$ cat config.mk
export PLATFORM = sky130hd
export DESIGN_NAME = spi_board_select_fabric
export DESIGN_NICKNAME = d
export VERILOG_FILES = /design/src/hdl/spi_fabric_pkg.sv /design/src/hdl/spi_board_select_fabric.sv /design/src/hdl/cmd_fifo.sv
export VERILOG_INCLUDE_DIRS = /design/src /design/src/hdl
export SDC_FILE = /design/constraint.sdc
export NUM_CORES = 1
export LEC_CHECK = 0
export BUFFER_PORTS_ARGS = -buffer_cell sky130_fd_sc_hd__buf_2
export CORE_UTILIZATION = 24
export CTS_CLUSTER_DIAMETER = 40
export DETAILED_ROUTE_END_ITERATION = 10
export HOLD_SLACK_MARGIN = 0.06
export SLEW_MARGIN = 20
export SYNTH_ARGS = -nofsm -noshare
export SYNTH_HDL_FRONTEND = slang
export SYNTH_SLANG_ARGS = --single-unit
$ cat constraint.sdc
create_clock -name ref_clk -period 4.2 [get_ports ref_clk]
set_input_delay 0.84 -clock ref_clk [delete_from_list [all_inputs] [get_ports ref_clk]]
set_output_delay 0.84 -clock ref_clk [all_outputs]
set_load 0.05 [all_outputs]
$ cat src/hdl/spi_fabric_defines.svh
// Constants for the SPI master and board select fabric
//
// Notes on behaviour
// - The main processor is always master and alone drives the serial clock.
// - Every slave select is active low, one distinct select per slave device; the devices on a board share its select, told apart by sub address.
// - Bytes travel most significant bit first on both data lines.
// - Data timing follows rising or falling clock edge, chosen per slave.
// - Shifting out on master output also shifts slave output into a receive register.
// - Select asserts before the first clock edge, releases after the byte completes.
// - Separate selects for power controller, radio, and two boards with three-bit sub address.
// - Sub address bit0 is least significant, bit2 most significant.
// - Sub address is stable before a board select asserts and until after release.
// - Near board select addresses the nearest board; a lone board uses it.
// - Radio reset output is active low; high lets the transceiver run.
// - Drive the radio regulator enable; sample four radio status inputs.
`ifndef SPI_FABRIC_DEFINES_SVH
`define SPI_FABRIC_DEFINES_SVH

// ****************************************************************
// Timing
// ****************************************************************
`define REF_CLK_PERIOD_NS 40
`define SCLK_HALF_NS 160
`define SCLK_HALF_CYC ((`SCLK_HALF_NS + `REF_CLK_PERIOD_NS - 1) / `REF_CLK_PERIOD_NS)
`define LAST_EDGE 4'hF

// ****************************************************************
// Sizes, positions and reset values
// ****************************************************************
`define CMD_FIFO_DEPTH 16
`define SELECT_IDLE_N 4'hF
`define SEL_POWER_BIT 0
`define SEL_RADIO_BIT 1
`define SEL_NEAR_BIT 2
`define SEL_FAR_BIT 3
`define SUB_ADDR_RST 3'h0
`define SUB_ADDR_ID_MEM 3'h7
`define SYNC_WIDTH 5

`endif

$ cat src/hdl/spi_fabric_pkg.sv
// Types shared by the SPI master and board select fabric
package spi_fabric_pkg;

   // Which slave a byte goes to
   typedef enum logic [1:0] {
      TGT_POWER = 2'h0,
      TGT_RADIO = 2'h1,
      TGT_BOARD_NEAR = 2'h2,
      TGT_BOARD_FAR = 2'h3
   } target_type;

   // Clock idle level and sampling phase
   typedef struct packed {
      logic cpol;
      logic cpha;
   } spi_mode_type;

   // One queued byte transfer
   typedef struct packed {
      target_type target;
      logic [2:0] sub_addr;
      spi_mode_type mode;
      logic keep;
      logic [7:0] data;
   } cmd_type;

   // One received byte with the slave it came from
   typedef struct packed {
      target_type target;
      logic [7:0] data;
   } rx_type;

   // Synchronised radio status lines
   typedef struct packed {
      logic channel_clear;
      logic frame_start;
      logic bytes_present;
      logic threshold;
   } radio_status_type;

   // Transfer sequencer states
   typedef enum logic [2:0] {
      ST_IDLE = 3'b000,
      ST_SETUP = 3'b001,
      ST_LEAD = 3'b010,
      ST_SHIFT = 3'b011,
      ST_TAIL = 3'b100,
      ST_CHAIN = 3'b101,
      ST_GAP = 3'b110
   } state_type;

endpackage : spi_fabric_pkg

$ cat src/hdl/spi_board_select_fabric.sv
// SPI master with slave select fabric and radio sideband lines
`include "spi_fabric_defines.svh"

module spi_board_select_fabric
   import spi_fabric_pkg::*;
#(
   parameter int HALF_CYCLES = `SCLK_HALF_CYC,
   parameter int FIFO_DEPTH = `CMD_FIFO_DEPTH
) (
   input wire logic ref_clk,
   input wire logic rst_n,
   // Command side
   input wire logic cmd_valid,
   output logic cmd_ready,
   input wire cmd_type cmd,
   // Receive side
   output logic rx_valid,
   input wire logic rx_ready,
   output rx_type rx,
   output logic busy,
   // Radio control from the user side
   input wire logic radio_reset_req,
   input wire logic radio_power_on,
   output radio_status_type radio_status,
   // Serial pins
   output logic sclk,
   output logic mosi,
   input wire logic miso,
   output logic power_ctrl_select_n,
   output logic radio_select_n,
   output logic board_select_near_n,
   output logic board_select_far_n,
   output logic sub_addr_bit0,
   output logic sub_addr_bit1,
   output logic sub_addr_bit2,
   // Radio sideband pins
   output logic radio_reset_n,
   output logic radio_regulator_enable,
   input wire logic rx_threshold_flag,
   input wire logic rx_bytes_present,
   input wire logic frame_start,
   input wire logic channel_clear
);

   // ****************************************************************
   // Elaboration checks
   // ****************************************************************

   // The half period timer is eight bits wide
   if (HALF_CYCLES < 1 || HALF_CYCLES > 256) begin : g_bad_half
      $error("HALF_CYCLES must lie between 1 and 256");
   end

   localparam logic [7:0] HALF_RELOAD = 8'(HALF_CYCLES - 1);

   // ****************************************************************
   // Declarations
   // ****************************************************************

   state_type state;
   logic [7:0] tmr;
   logic [3:0] edge_cnt;
   cmd_type cur;
   logic [7:0] tx_sh;
   logic [7:0] rx_sh;
   logic [3:0] sel_n;
   logic [2:0] sub_addr;
   logic [`SYNC_WIDTH-1:0] sync_raw;
   logic [`SYNC_WIDTH-1:0] sync_1;
   logic [`SYNC_WIDTH-1:0] sync_2;
   logic miso_s;
   logic fifo_valid;
   cmd_type fifo_data;
   logic tick;
   logic pop;
   logic pop_idle;
   logic pop_chain;
   logic chain_match;
   logic chain_break;
   logic edge_now;
   logic leading;
   logic sample_edge;
   logic shift_edge;
   logic assert_now;
   logic byte_done;
   logic release_now;

   // ****************************************************************
   // Command queue
   // ****************************************************************

   // Commands queue here; the sequencer only drains while the receive
   // slot is free, so a slow reader stalls the link and then fills it
   cmd_fifo #(
      .WIDTH($bits(cmd_type)),
      .DEPTH(FIFO_DEPTH)
   ) u_cmd_fifo (
      .clk(ref_clk),
      .rst_n(rst_n),
      .in_valid(cmd_valid),
      .in_ready(cmd_ready),
      .in_data(cmd),
      .out_valid(fifo_valid),
      .out_ready(pop),
      .out_data(fifo_data)
   );

   // ****************************************************************
   // Input synchronisers
   // ****************************************************************

   assign sync_raw = {miso, channel_clear, frame_start, rx_bytes_present, rx_threshold_flag};

   // Two flops per pin; nothing but the second stage reads the first
   for (genvar i = 0; i < `SYNC_WIDTH; i++) begin : g_sync
      always_ff @(posedge ref_clk or negedge rst_n) begin
         if (!rst_n) begin
            sync_1[i] <= 1'b0;
            sync_2[i] <= 1'b0;
         end else begin
            sync_1[i] <= sync_raw[i];
            sync_2[i] <= sync_1[i];
         end
      end
   end

   // Radio status goes straight out of the second stage
   assign radio_status.threshold = sync_2[0];
   assign radio_status.bytes_present = sync_2[1];
   assign radio_status.frame_start = sync_2[2];
   assign radio_status.channel_clear = sync_2[3];
   assign miso_s = sync_2[4];

   // ****************************************************************
   // Sequencer control terms
   // ****************************************************************

   // Timer expiry marks the end of each half clock period
   assign tick = (tmr == 8'h00);

   // A chained byte must keep target, sub address and mode, or the
   // held select would reach the wrong slave
   assign chain_match = (fifo_data.target == cur.target) && (fifo_data.sub_addr == cur.sub_addr) &&
                        (fifo_data.mode == cur.mode);
   assign pop_idle = (state == ST_IDLE) && fifo_valid && !rx_valid;
   assign pop_chain = (state == ST_CHAIN) && fifo_valid && !rx_valid && chain_match;
   assign chain_break = (state == ST_CHAIN) && fifo_valid && !chain_match;
   assign pop = pop_idle || pop_chain;

   // Clock edges: even count is the leading edge, odd the trailing one
   assign edge_now = (state == ST_SHIFT) && tick;
   assign leading = ~edge_cnt[0];
   assign sample_edge = edge_now && (leading ^ cur.mode.cpha);
   assign shift_edge = edge_now && !(leading ^ cur.mode.cpha);

   // Select changes
   assign assert_now = (state == ST_SETUP) && tick;
   assign byte_done = (state == ST_TAIL) && tick;
   assign release_now = (byte_done && !cur.keep) || chain_break;

   assign busy = (state != ST_IDLE) || fifo_valid;

   // ****************************************************************
   // Sequencer
   // ****************************************************************

   // State, half period timer and edge counter
   always_ff @(posedge ref_clk or negedge rst_n) begin
      if (!rst_n) begin
         state <= ST_IDLE;
         tmr <= 8'h00;
         edge_cnt <= 4'h0;
      end else begin
         case (state)
            ST_IDLE: begin
               if (pop_idle) begin
                  state <= ST_SETUP;
                  tmr <= HALF_RELOAD;
               end
            end
            ST_SETUP: begin
               // Sub address and clock idle level settle for a half period
               if (tick) begin
                  state <= ST_LEAD;
                  tmr <= HALF_RELOAD;
               end else begin
                  tmr <= tmr - 8'h01;
               end
            end
            ST_LEAD: begin
               // Select is low this half period plus the first shift half period, a full period, before the first edge
               if (tick) begin
                  state <= ST_SHIFT;
                  tmr <= HALF_RELOAD;
                  edge_cnt <= 4'h0;
               end else begin
                  tmr <= tmr - 8'h01;
               end
            end
            ST_SHIFT: begin
               if (tick) begin
                  tmr <= HALF_RELOAD;
                  edge_cnt <= edge_cnt + 4'h1;
                  if (edge_cnt == `LAST_EDGE) begin
                     state <= ST_TAIL;
                  end
               end else begin
                  tmr <= tmr - 8'h01;
               end
            end
            ST_TAIL: begin
               // Hold the select a half period past the last edge
               if (tick) begin
                  tmr <= HALF_RELOAD;
                  if (cur.keep) begin
                     state <= ST_CHAIN;
                  end else begin
                     state <= ST_GAP;
                  end
               end else begin
                  tmr <= tmr - 8'h01;
               end
            end
            ST_CHAIN: begin
               // Select stays low while waiting for the next byte
               if (pop_chain) begin
                  state <= ST_LEAD;
                  tmr <= HALF_RELOAD;
               end else if (chain_break) begin
                  state <= ST_GAP;
                  tmr <= HALF_RELOAD;
               end
            end
            ST_GAP: begin
               // Sub address is held a half period past the release
               if (tick) begin
                  state <= ST_IDLE;
               end else begin
                  tmr <= tmr - 8'h01;
               end
            end
            default: begin
               state <= ST_IDLE;
            end
         endcase
      end
   end

   // Current command, taken when a byte leaves the queue
   always_ff @(posedge ref_clk or negedge rst_n) begin
      if (!rst_n) begin
         cur <= '0;
      end else if (pop) begin
         cur <= fifo_data;
      end
   end

   // ****************************************************************
   // Serial clock and data
   // ****************************************************************

   // Only this block ever drives the clock; it idles at the mode level
   always_ff @(posedge ref_clk or negedge rst_n) begin
      if (!rst_n) begin
         sclk <= 1'b0;
      end else if (pop_idle) begin
         sclk <= fifo_data.mode.cpol;
      end else if (edge_now) begin
         sclk <= ~sclk;
      end
   end

   // Transmit path: first phase puts bit 7 out before the first edge,
   // second phase puts it out on the leading edge
   always_ff @(posedge ref_clk or negedge rst_n) begin
      if (!rst_n) begin
         mosi <= 1'b0;
         tx_sh <= 8'h00;
      end else if (pop) begin
         if (!fifo_data.mode.cpha) begin
            mosi <= fifo_data.data[7];
            tx_sh <= {fifo_data.data[6:0], 1'b0};
         end else begin
            tx_sh <= fifo_data.data;
         end
      end else if (shift_edge) begin
         mosi <= tx_sh[7];
         tx_sh <= {tx_sh[6:0], 1'b0};
      end
   end

   // Receive path runs alongside the transmit path, first bit to the top
   always_ff @(posedge ref_clk or negedge rst_n) begin
      if (!rst_n) begin
         rx_sh <= 8'h00;
      end else if (sample_edge) begin
         rx_sh <= {rx_sh[6:0], miso_s};
      end
   end

   // Received byte holds until taken; the set wins over the take
   always_ff @(posedge ref_clk or negedge rst_n) begin
      if (!rst_n) begin
         rx_valid <= 1'b0;
         rx <= '0;
      end else if (byte_done) begin
         rx_valid <= 1'b1;
         rx.data <= rx_sh;
         rx.target <= cur.target;
      end else if (rx_ready) begin
         rx_valid <= 1'b0;
      end
   end

   // ****************************************************************
   // Slave selects and sub address
   // ****************************************************************

   // Exactly one select goes low per transfer, decoded from the target;
   // the others stay high so only one slave may drive its output line
   always_ff @(posedge ref_clk or negedge rst_n) begin
      if (!rst_n) begin
         sel_n <= `SELECT_IDLE_N;
      end else if (assert_now) begin
         sel_n <= `SELECT_IDLE_N;
         case (cur.target)
            TGT_POWER: sel_n[`SEL_POWER_BIT] <= 1'b0;
            TGT_RADIO: sel_n[`SEL_RADIO_BIT] <= 1'b0;
            TGT_BOARD_NEAR: sel_n[`SEL_NEAR_BIT] <= 1'b0;
            TGT_BOARD_FAR: sel_n[`SEL_FAR_BIT] <= 1'b0;
            default: sel_n <= `SELECT_IDLE_N;
         endcase
      end else if (release_now) begin
         sel_n <= `SELECT_IDLE_N;
      end
   end

   assign power_ctrl_select_n = sel_n[`SEL_POWER_BIT];
   assign radio_select_n = sel_n[`SEL_RADIO_BIT];
   assign board_select_near_n = sel_n[`SEL_NEAR_BIT];
   assign board_select_far_n = sel_n[`SEL_FAR_BIT];

   // Sub address changes only when starting from idle, with every select
   // high; a chained byte keeps it, so it is stable across the select
   always_ff @(posedge ref_clk or negedge rst_n) begin
      if (!rst_n) begin
         sub_addr <= `SUB_ADDR_RST;
      end else if (pop_idle) begin
         sub_addr <= fifo_data.sub_addr;
      end
   end

   assign sub_addr_bit0 = sub_addr[0];
   assign sub_addr_bit1 = sub_addr[1];
   assign sub_addr_bit2 = sub_addr[2];

   // ****************************************************************
   // Radio sideband outputs
   // ****************************************************************

   // Reset pulls low while requested; regulator follows its request.
   // Both are held in reset state until the first clock after release.
   always_ff @(posedge ref_clk or negedge rst_n) begin
      if (!rst_n) begin
         radio_reset_n <= 1'b0;
         radio_regulator_enable <= 1'b0;
      end else begin
         radio_reset_n <= ~radio_reset_req;
         radio_regulator_enable <= radio_power_on;
      end
   end

endmodule : spi_board_select_fabric

$ cat src/hdl/cmd_fifo.sv
// Flip-flop FIFO with valid and ready on both sides
module cmd_fifo #(
   parameter int WIDTH = 16,
   parameter int DEPTH = 16
) (
   input wire logic clk,
   input wire logic rst_n,
   input wire logic in_valid,
   output logic in_ready,
   input wire logic [WIDTH-1:0] in_data,
   output logic out_valid,
   input wire logic out_ready,
   output logic [WIDTH-1:0] out_data
);

   localparam int AW = (DEPTH > 1) ? $clog2(DEPTH) : 1;

   // Pointer wrap needs a power of two depth
   if (DEPTH < 2 || (1 << AW) != DEPTH) begin : g_bad_depth
      $error("cmd_fifo depth must be a power of two of at least 2");
   end

   logic [WIDTH-1:0] mem [DEPTH];
   logic [AW:0] wr_ptr;
   logic [AW:0] rd_ptr;
   logic full;
   logic empty;

   // Extra pointer bit tells full from empty
   assign empty = (wr_ptr == rd_ptr);
   assign full = (wr_ptr[AW] != rd_ptr[AW]) && (wr_ptr[AW-1:0] == rd_ptr[AW-1:0]);
   assign in_ready = !full;
   assign out_valid = !empty;
   assign out_data = mem[rd_ptr[AW-1:0]];

   // Write side
   always_ff @(posedge clk or negedge rst_n) begin
      if (!rst_n) begin
         wr_ptr <= '0;
      end else if (in_valid && !full) begin
         wr_ptr <= wr_ptr + 1'b1;
      end
   end

   // Storage has no reset; only written entries are ever read
   always_ff @(posedge clk) begin
      if (in_valid && !full) begin
         mem[wr_ptr[AW-1:0]] <= in_data;
      end
   end

   // Read side
   always_ff @(posedge clk or negedge rst_n) begin
      if (!rst_n) begin
         rd_ptr <= '0;
      end else if (out_ready && !empty) begin
         rd_ptr <= rd_ptr + 1'b1;
      end
   end

endmodule : cmd_fifo

Word-level counts from Yosys, hierarchy flattened
Memories as Yosys holds them, arrays and structs flattened.
Index checks and enable logic that the tools add are counted.
Storage, ports and cells
  flip-flop bits (word level): 81
  RAM bits: 256
  output and inout port bits: 28
  logic and storage cells: 145
  memories: 1
Cells by class
  $add $sub $neg: 4
  equal/unequal tests: 26
  mux-type cells: 38
  bitwise gates (word level): 4
  reductions and logical operators: 41
Memories
  u_cmd_fifo.mem: words 16, width 16, rd ports 1, clocked after Yosys merged registers in 0, wr ports 1, line cmd_fifo.sv:23  | logic [WIDTH-1:0] mem [DEPTH];
Operator list (count)
  8-bit two-way mux: 8
  8-bit case mux with 4 select lines: 1
  3-bit two-way mux: 9
  3-bit case mux with 7 select lines: 1
  1-bit logical AND: 17
  4-bit two-way mux: 4
  2-bit inequality test (second input constant): 8
  1-bit two-way mux: 13
  5-bit by 1-bit adder with 5-bit output (second input constant): 2
  2-bit nonzero test: 5
  3-bit == test (second input constant): 3
  8-bit zero test: 1
  4-bit case mux with 2 select lines: 1
  8-bit AND reduction: 1
  8-bit by 1-bit subtractor with 8-bit output (second input constant): 1
  3-bit by 2-bit == test with 1-bit output (second input constant): 2
  1-bit zero test: 6
  5-bit == test: 1
  4-bit by 1-bit adder with 4-bit output (second input constant): 1
  2-bit == test: 2
  2-bit == test (second input constant): 2
  4-bit == test: 1
  4-bit == test (second input constant): 1
  4-bit AND reduction: 1
  other kinds (17): 21

Depth between registers and ports, before layout
Gate-level depths: netlist of the first run.
An unclocked memory read counts as a cell.
  depth after elaboration: 9
  gate-level depth with buffers: 11
  depth with buffers taken out: 10

By module
Synthesis of the first run repeated with hierarchy kept, for this count alone.
Second synthesis, totals
  cell total of the unflattened synthesis: 748
  area total of the unflattened synthesis: 13536.7 um^2
By module, submodules not included
  cmd_fifo: times used 1, cells an instance 479, area each 10302.4 um^2, sequential area each 7937.6 um^2
  spi_board_select_fabric: times used 1, cells an instance 269, area each 3234.4 um^2, sequential area each 1781.7 um^2

Least setup slack after synthesis of the first run
Ideal clock, no wire load.
  path type: register to register
  start point: reg u_cmd_fifo.rd_ptr[2]
  end point: mem u_cmd_fifo.mem[3][0] (enable)
  library setup time: 409 ps
  data arrival time: 3329 ps
  data required time: 3791 ps
  setup slack: 462 ps
  cell stages (with the launch flop): 11
  buffers on the path: 4
  cell sequence: dfrtp_1 > buf_4 > buf_2 > buf_2 > xor2_1 > nor4_1 > nand2b_1 > and2_1 > clkbuf_1 > nand2_1 > nor3_1
Between the ends
  word-level cells in the longest chain between the ends: 6
Ends and longest elaborated chain
  from (decl): line cmd_fifo.sv:25  | logic [AW:0] rd_ptr;
  from (signal assigned): line cmd_fifo.sv:57  | rd_ptr <= rd_ptr + 1'b1;
  4-bit == test: line cmd_fifo.sv:31  | assign full = (wr_ptr[AW] != rd_ptr[AW]) && (wr_ptr[AW-1:0] == rd_ptr[AW-1:0]);
  1-bit logical AND: line cmd_fifo.sv:31
  1-bit zero test
  named net cmd_ready: line spi_board_select_fabric.sv:14  | output logic cmd_ready,
  1-bit logical AND: line cmd_fifo.sv:47  | if (in_valid && !full) begin
  1-bit two-way mux: line cmd_fifo.sv:47
  1-bit two-way mux (not written as such): line cmd_fifo.sv:48  | mem[wr_ptr[AW-1:0]] <= in_data;
  to (decl): line cmd_fifo.sv:23
The timed path passes the listed nets, and every way through them passes these cells.

Worst setup path after layout of the first run
  start point: reg u_cmd_fifo.rd_ptr[2]
  end point: reg cur[10] (netlist name)
Between the ends
  word-level cells in the longest chain between the ends: 6
Ends and longest elaborated chain
  memory read 16 x 16 bit / 5-bit == test (equally long branches)
  3-bit == test (tied with other cells): line spi_board_select_fabric.sv:143  | assign chain_match = (fifo_data.target == cur.target) && (fifo_data.sub_addr == cur.sub_addr) &&
  1-bit logical AND (on tied branches) (2 in series): line spi_board_select_fabric.sv:143, spi_board_select_fabric.sv:146
  1-bit logical AND: line spi_board_select_fabric.sv:146  | assign pop_chain = (state == ST_CHAIN) && fifo_valid && !rx_valid && chain_match;
  1-bit logical OR: line spi_board_select_fabric.sv:148  | assign pop = pop_idle || pop_chain;
  to (signal assigned): line spi_board_select_fabric.sv:254  | cur <= fifo_data;
  to (decl): line spi_board_select_fabric.sv:63  | cmd_type cur;
Several ways; a longest one is shown, not always the timed one.
A chain may end at the register's enable or synchronous reset.

==> results of run 1 <==
## registers in the layout, summed over array words and instances (netlist names), 3 cells and up
register	count
u_cmd_fifo.wr_ptr	5
u_cmd_fifo.mem	256
tmr	8
sub_addr	3
radio_status	4
rx	10
u_cmd_fifo.rd_ptr	5
state	3
sync_1	5
cur	8
rx_sh	8
edge_cnt	4
tx_sh	8
sel_n	4
## worst reg2reg max path, cell delays in order (launching register included)
cell and delay (ns):
dfrtp_2 0.86, buf_4 0.31, mux4_2 0.30, mux2i_1 0.35, xnor2_1 0.17, nor3_1 0.07, a31oi_1 0.28, and4bb_4 0.28
nor2_4 0.48, mux2_2 0.40
## metal layers
layer | vias up | track usage | wire length [microns]
met5 | - | 0 | 0
met4 | 0 | 0.0349 | 651
met3 | 47 | 0.0275 | 1700
met2 | 157 | 0.167 | 14100
met1 | 3632 | 0.142 | 13700
li1 | 3242 | - | -
## report_power, final
group	switching, uW	internal [uW]
Clock	1480	2230
Combinational	425	200
Sequential	103	3880
Total	2010	6310
## final timing paths
| check | depth (start not counted) | endpoint |
|---|---|---|
| min reg2reg | 0 | radio_status[1] |
| min in group ref_clk | 0 | radio_status[1] |
| min | 1 | rx[5] |
| max | 9 | cur[10] |
| max in group asynchronous | 1 | u_cmd_fifo.rd_ptr[0] |
| max reg2reg | 9 | cur[10] |
## metrics by stage
stage / worst slack (ns) / instance area (sq um) / total power [uW]
after floorplan: 0.462 / 13800 / 4360
after global placement: 0.712 / 15100 / 4660
after detailed placement: 0.600 / 15100 / 4690
after CTS: 0.534 / 16600 / 8450
after global routing: 0.309 / 16600 / 8630
final: 0.571 / 16600 / 8320
## synth_stat cells (all sizes together), types with 2 or more instances
master	instances	area, sq um
a31oi	3	18.8
o22ai	2	12.5
nand2b	11	68.8
a2bb2oi	7	61.3
nand3	9	45.0
nor2b	8	50.1
mux4	61	1370
or3	3	18.8
mux2i	45	463
nand4	3	18.8
buf	19	123
and3b	2	17.5
inv	12	45.0
nand3b	4	30.0
a21oi	17	85.1
clkbuf	17	63.8
o211ai	4	30.0
ha	7	87.6
o31ai	7	52.6
o21ai	21	105
dfrtp	77	1930
nand2	21	78.8
dfstp	4	105
edfxtp	256	7690
nor3	15	80.1
o2bb2ai	2	17.5
xor2	9	78.8
and2	6	38.8
a21o	3	22.5
nor4	2	12.5
o32a	2	20.0
xnor2	16	140
nor2	29	124
a22oi	5	37.5
a22o	5	43.8
mux2	38	428
## kinds of logic after synthesis
group,after synthesis
adders and majority gates,8
xor gates and xnor gates,25
DFF,337
and+or+nand+nor,120
buffers and inverters,48
AOI/OAI and AO/OA,87
muxes,144
## area by class of cell
cell class / count / area (sq um) / area share
clock buffer: 54 / 1210 / 0.0732
tap: 756 / 946 / 0.0571
clock inverter: 31 / 292 / 0.0176
sequential: 337 / 9730 / 0.587
multi-input combinational: 384 / 3860 / 0.233
timing repair buffer: 82 / 487 / 0.0294
inverter: 12 / 45.0 / 0.00272
==> metrics.txt, run 1 <==
# TYPE chip_impl_metric gauge
chip_impl_metric{name="final-hold-violation-count",unit=""} 0
chip_impl_metric{name="drt-pass1-iter-count",unit=""} 5
chip_impl_metric{name="drc_errors",unit=""} 0
chip_impl_info{name="critical_path.cell_chain",value="buf_4, mux4_2, mux2i_1, xnor2_1, nor3_1, a31oi_1, and4bb_4, nor2_4, mux2_2"} 1
chip_impl_metric{name="cts_repair_resize_count",unit=""} 0
chip_impl_metric{name="grt_first_pass_wirelength",unit="mm"} 45.5
chip_impl_metric{name="synthSimpleGateAreaFrac",unit=""} 0.0470
chip_impl_metric{name="critPathArrivalTime",unit="ns"} 4.06
chip_impl_info{name="cpMaxStageDelayCell",value="dfrtp_2"} 1
chip_impl_metric{name="power_density",unit="nW/um^2"} 502
chip_impl_metric{name="initial_core_util",unit=""} 0.244
chip_impl_metric{name="mappedNetlistNets",unit=""} 803
chip_impl_metric{name="worst_hold_margin",unit="ns"} 0.336
chip_impl_info{name="main_combinational_cell_family_by_area_after_synthesis",value="multiplexers"} 1
chip_impl_metric{name="detailroute.via_count",unit=""} 7078
chip_impl_metric{name="timing.reg2reg.setup_slack",unit="ns"} 0.57
chip_impl_metric{name="timing.final.setup_violations",unit=""} 0
chip_impl_metric{name="die_h",unit="microns"} 241
chip_impl_metric{name="insertion_delay",unit="ns"} 0.59
chip_impl_metric{name="final-max-slew-violation-count",unit=""} 0
chip_impl_metric{name="place.port_buffers",unit=""} 54
chip_impl_metric{name="synthArstFlopShare",unit=""} 0.240
chip_impl_metric{name="max-vdd-ir-drop",unit="V"} 0.000302
chip_impl_metric{name="cts_hold_buf",unit=""} 0
chip_impl_metric{name="nNetsFinal",unit=""} 897
chip_impl_info{name="setup_cp_type",value="reg2reg"} 1
chip_impl_info{name="clockRootBuffer",value="clkbuf_16"} 1
chip_impl_metric{name="area_delta_synth_final",unit="%"} 20.4
chip_impl_metric{name="path_buf_inv",unit=""} 1
chip_impl_metric{name="p_leak",unit="uW"} 0.00583
chip_impl_metric{name="first_global_vias",unit=""} 7362
chip_impl_info{name="kind_of_end_point_of_the_critical_path",value="flip-flop"} 1
chip_impl_info{name="status",value="finished clean"} 1
chip_impl_metric{name="detailedRoute.firstIterationViolations",unit=""} 591
chip_impl_metric{name="synthesized_area_fraction_occupied_by_ao_oa_aoi_and_oai_cells",unit=""} 0.0425
chip_impl_metric{name="grt_max_degree",unit=""} 82
chip_impl_metric{name="synth.cell_area",unit="sq um"} 13800
chip_impl_metric{name="yosys_warnings",unit=""} 0
chip_impl_info{name="critical_path_s_top_delay_family",value="multiplexers"} 1
chip_impl_metric{name="synth_seq_cells",unit=""} 337
chip_impl_info{name="critical_path.startpoint_type",value="flip-flop"} 1
chip_impl_metric{name="track_usage",unit=""} 0.106
chip_impl_metric{name="htree_levels",unit=""} 2
chip_impl_metric{name="route.final.wire_length",unit="mm"} 30.2
chip_impl_metric{name="row_count",unit=""} 87
chip_impl_metric{name="achievable_frequency",unit="GHz"} 0.276
chip_impl_metric{name="drv.max_cap_violation_count",unit=""} 0
chip_impl_metric{name="post_drt_wl_per_cell",unit="microns"} 18.3
chip_impl_metric{name="pin_count",unit=""} 55
chip_impl_metric{name="cts_buffers",unit=""} 46
chip_impl_metric{name="final_min_period",unit="ns"} 3.63
chip_impl_metric{name="layout.cells.non_filler",unit=""} 1656
chip_impl_metric{name="layout_worst_path_cycle_share",unit=""} 0.864
chip_impl_metric{name="number_of_antenna_violations_at_the_first_check_in_global_routing",unit=""} 1
chip_impl_metric{name="die_area",unit="sq um"} 58300
chip_impl_metric{name="ctsLongestPathBuffers",unit=""} 3
chip_impl_metric{name="globalRoute.totalOverflow",unit=""} 0
chip_impl_metric{name="post-cts-setup-buffer-count",unit=""} 0
chip_impl_metric{name="viasPerCell",unit=""} 4.27
chip_impl_metric{name="hpwl",unit="mm"} 18.1
chip_impl_metric{name="clock_sinks",unit=""} 337
chip_impl_info{name="cp-startpoint",value="u_cmd_fifo.rd_ptr[2]"} 1
chip_impl_metric{name="core_area",unit="sq um"} 56500
chip_impl_metric{name="filler_cell_count",unit=""} 5570
chip_impl_info{name="synth_top_flop_cell",value="edfxtp_1"} 1
chip_impl_metric{name="slew_at_the_pin_closest_to_its_max_slew_limit",unit="ns"} 0.775
chip_impl_metric{name="synth-edff-count",unit=""} 256
chip_impl_metric{name="critPathMaxStageDelay",unit="ns"} 0.86
chip_impl_metric{name="antenna_cells",unit=""} 0
chip_impl_metric{name="postRouteAntennaNets",unit=""} 0
chip_impl_metric{name="worst_skew",unit="ns"} 0.0418
chip_impl_metric{name="mux_share_of_post_synthesis_cell_area",unit=""} 0.165
chip_impl_metric{name="finalCoreUtilization",unit=""} 0.293
chip_impl_metric{name="synth.distinct_cells",unit=""} 64
chip_impl_metric{name="synth-seq-area-share",unit=""} 0.706
chip_impl_metric{name="die_x",unit="microns"} 241
chip_impl_metric{name="drive_gt1_frac",unit=""} 0.318
chip_impl_info{name="final_cell_mix",value="256 x edfxtp_1, 74 x dfrtp_1, 61 x mux4_2"} 1
chip_impl_metric{name="dp_cells",unit=""} 1571
chip_impl_info{name="holdCritPathClass",value="in2async"} 1
chip_impl_info{name="worst_r2r_startpoint",value="u_cmd_fifo.rd_ptr[2]"} 1
chip_impl_info{name="cts_tree",value="done"} 1
chip_impl_metric{name="clkTransAtPathRegs",unit="ns"} 0.06
chip_impl_info{name="grt_setup_unrepaired",value="no"} 1
chip_impl_metric{name="critical_path_required",unit="ns"} 4.63
chip_impl_metric{name="synth.avg_cell_area",unit="sq um"} 17.9
chip_impl_metric{name="yosys.area_share.adder",unit=""} 0.00709
chip_impl_metric{name="synthCells",unit=""} 769
chip_impl_info{name="mostFrequentLayoutCell",value="edfxtp_1"} 1
chip_impl_metric{name="relSlewSlack",unit=""} 0.483
chip_impl_metric{name="synth_area_in_xor_xnor",unit=""} 0.0159
chip_impl_metric{name="globalplace.congestion",unit=""} 0.792
chip_impl_metric{name="timing.critical_path.fanout_max",unit=""} 29
chip_impl_metric{name="setup_total_negative_slack",unit="ns"} 0
No activity file was read; power rests on OpenSTA's default activity.
==> inputs of run 2 (changes only) <==
Settings changed: CORE_ASPECT_RATIO set to 1.2.
==> metrics.txt, run 2 (synthesis results as in run 1) <==
# TYPE chip_impl_metric gauge
chip_impl_metric{name="switchingPower",unit="uW"} 2020
chip_impl_metric{name="setup_ws",unit="ns"} 0.727
chip_impl_metric{name="initial_core_util",unit=""} 0.244
chip_impl_info{name="status",value="complete, but fails checks"} 1
chip_impl_metric{name="sequentialPowerShare",unit=""} 0.464
chip_impl_metric{name="drc_errors",unit=""} 8
chip_impl_metric{name="nNetsFinal",unit=""} 898
chip_impl_metric{name="cell_internal_pwr",unit="uW"} 6590
chip_impl_metric{name="row_count",unit=""} 95
chip_impl_metric{name="setup_total_negative_slack",unit="ns"} 0
chip_impl_metric{name="htree_levels",unit=""} 2
chip_impl_metric{name="detailroute.via_count",unit=""} 7122
chip_impl_metric{name="insertion_delay",unit="ns"} 0.58
chip_impl_metric{name="ctsLongestPathBuffers",unit=""} 3
chip_impl_info{name="final_cell_mix",value="256 x edfxtp_1, 74 x dfrtp_1, 61 x mux4_2"} 1
chip_impl_info{name="critical_path_s_top_delay_family",value="multiplexers"} 1
chip_impl_info{name="cpMaxStageDelayCell",value="dfrtp_2"} 1
chip_impl_info{name="grt_setup_unrepaired",value="no"} 1
chip_impl_metric{name="achievable_frequency",unit="GHz"} 0.288
chip_impl_metric{name="route.final.wire_length",unit="mm"} 30.1
chip_impl_metric{name="p_leak",unit="uW"} 0.00588
chip_impl_metric{name="grt_max_degree",unit=""} 62
chip_impl_metric{name="detailedPlace.worstSlack",unit="ns"} 0.768
chip_impl_metric{name="power_density",unit="nW/um^2"} 516
chip_impl_info{name="holdCritPathClass",value="reg2reg"} 1
chip_impl_metric{name="power.clock.fraction",unit=""} 0.463
chip_impl_metric{name="die_x",unit="microns"} 221
chip_impl_metric{name="die_area",unit="sq um"} 58300
chip_impl_metric{name="flip_flop_count_of_the_largest_register_all_copies_and_words_added",unit=""} 256
chip_impl_info{name="mostFrequentLayoutCell",value="edfxtp_1"} 1
chip_impl_metric{name="viasPerCell",unit=""} 4.39
chip_impl_metric{name="die_h",unit="microns"} 264
chip_impl_metric{name="globalRoute.totalOverflow",unit=""} 0
chip_impl_info{name="cts_tree",value="done"} 1
chip_impl_metric{name="relSlewSlack",unit=""} 0.446
chip_impl_metric{name="drive_gt1_frac",unit=""} 0.317
chip_impl_metric{name="path_buf_inv",unit=""} 2
chip_impl_metric{name="clock_sinks",unit=""} 337
chip_impl_metric{name="grt_first_pass_wirelength",unit="mm"} 45.9
chip_impl_metric{name="cts_hold_buf",unit=""} 0
chip_impl_metric{name="cts_buffers",unit=""} 44
chip_impl_metric{name="area_delta_synth_final",unit="%"} 21.0
chip_impl_info{name="critical_path.startpoint_type",value="flip-flop"} 1
chip_impl_metric{name="core_area",unit="sq um"} 56300
chip_impl_metric{name="slew_at_the_pin_closest_to_its_max_slew_limit",unit="ns"} 0.832
chip_impl_metric{name="track_usage",unit=""} 0.105
chip_impl_metric{name="place.port_buffers",unit=""} 54
chip_impl_metric{name="critPathMaxStageDelay",unit="ns"} 0.66
chip_impl_metric{name="detailedRoute.firstIterationViolations",unit=""} 560
chip_impl_metric{name="cts_repair_resize_count",unit=""} 0
chip_impl_info{name="critical_path.cell_chain",value="buf_4, mux4_2, mux2i_1, xnor2_1, nor3_1, a31oi_1, and4bb_4, nor2_4, buf_4, mux2i_1"} 1
chip_impl_metric{name="pin_count",unit=""} 55
chip_impl_metric{name="critical_path_required",unit="ns"} 4.68
chip_impl_metric{name="number_of_antenna_violations_at_the_first_check_in_global_routing",unit=""} 5
chip_impl_metric{name="p_sw_frac",unit=""} 0.234
chip_impl_info{name="clockRootBuffer",value="clkbuf_16"} 1
chip_impl_info{name="violations_in_the_final_reports",value="DRC"} 1
chip_impl_metric{name="final_min_period",unit="ns"} 3.47
chip_impl_metric{name="first_global_vias",unit=""} 7343
chip_impl_metric{name="timing.final.setup_violations",unit=""} 0
chip_impl_metric{name="postRouteAntennaNets",unit=""} 0
chip_impl_metric{name="post_drt_wl_per_cell",unit="microns"} 18.5
chip_impl_metric{name="globalplace.congestion",unit=""} 0.785
chip_impl_metric{name="post-cts-setup-buffer-count",unit=""} 0
chip_impl_metric{name="clkTransAtPathRegs",unit="ns"} 0.06
chip_impl_metric{name="final-max-slew-violation-count",unit=""} 0
chip_impl_info{name="kind_of_end_point_of_the_critical_path",value="flip-flop"} 1
chip_impl_metric{name="power",unit="uW"} 8600
chip_impl_metric{name="max-vdd-ir-drop",unit="V"} 0.000270
chip_impl_info{name="setup_cp_type",value="reg2reg"} 1
chip_impl_metric{name="layout_worst_path_cycle_share",unit=""} 0.827
chip_impl_metric{name="p_comb_frac",unit=""} 0.073
chip_impl_metric{name="hpwl",unit="mm"} 18.9
chip_impl_metric{name="drv.max_cap_violation_count",unit=""} 0
chip_impl_metric{name="worst_skew",unit="ns"} 0.0442
chip_impl_metric{name="drt-pass1-iter-count",unit=""} 9
chip_impl_metric{name="critPathArrivalTime",unit="ns"} 3.95
chip_impl_metric{name="timing.critical_path.fanout_max",unit=""} 14
chip_impl_metric{name="worst_hold_margin",unit="ns"} 0.341
chip_impl_metric{name="final-hold-violation-count",unit=""} 0
run 2: path summary, 6_finish.rpt:
check / startpoint / end / slack [ns] / cells past startpoint
hold reg to reg: sync_1[1] / radio_status[1] / 0.34 / 0
min in group asynchronous: rst_n / state[1] / 0.39 / 1
setup reg to reg: u_cmd_fifo.rd_ptr[1] / tx_sh[4] / 0.73 / 10
hold / removal: sync_1[1] / radio_status[1] / 0.34 / 0
max in group asynchronous: rst_n / sel_n[0] / 2.96 / 2
setup / recovery: u_cmd_fifo.rd_ptr[1] / tx_sh[4] / 0.73 / 10
run 2: metrics by stage:
step | utilization | std cells | instance area, sq um
4_1_cts | 0.296 | 1623 | 16700
5_1_grt | 0.296 | 1623 | 16700
2_1_floorplan | - | 769 | 13800
3_5_place_dp | 0.267 | 1545 | 15100
3_3_place_gp | 0.267 | 1545 | 15100
6_report | 0.296 | 1624 | 16700
run 2: layout make-up:
class                   count  area (sq um)
well taps                 727           910
diodes                      1          2.50
flip-flops and latches    337          9730
inverters                  12          45.0
clock inverters            28           452
fillers                  5552         39700
clock buffers              50          1140
repair buffers             85           518
multi-input cells         384          3860
run 2: per-layer routing:
| metal | up-vias | wire length, microns | GRT usage |
|---|---|---|---|
| met5 | - | 34 | 0 |
| met4 | 6 | 752 | 0.0376 |
| met3 | 55 | 1480 | 0.0209 |
| met2 | 152 | 15300 | 0.181 |
| met1 | 3665 | 12500 | 0.130 |
| li1 | 3244 | - | - |
run 2: power by group through the flow:
stage / combinational, uW / clock, uW / sequential [uW]
6_report: 629 / 3980 / 3990
5_1_grt: 685 / 4210 / 4010
3_3_place_gp: 635 / 0 / 4040
4_1_cts: 647 / 4070 / 3990
2_1_floorplan: 356 / 0 / 4010
3_5_place_dp: 643 / 0 / 4050
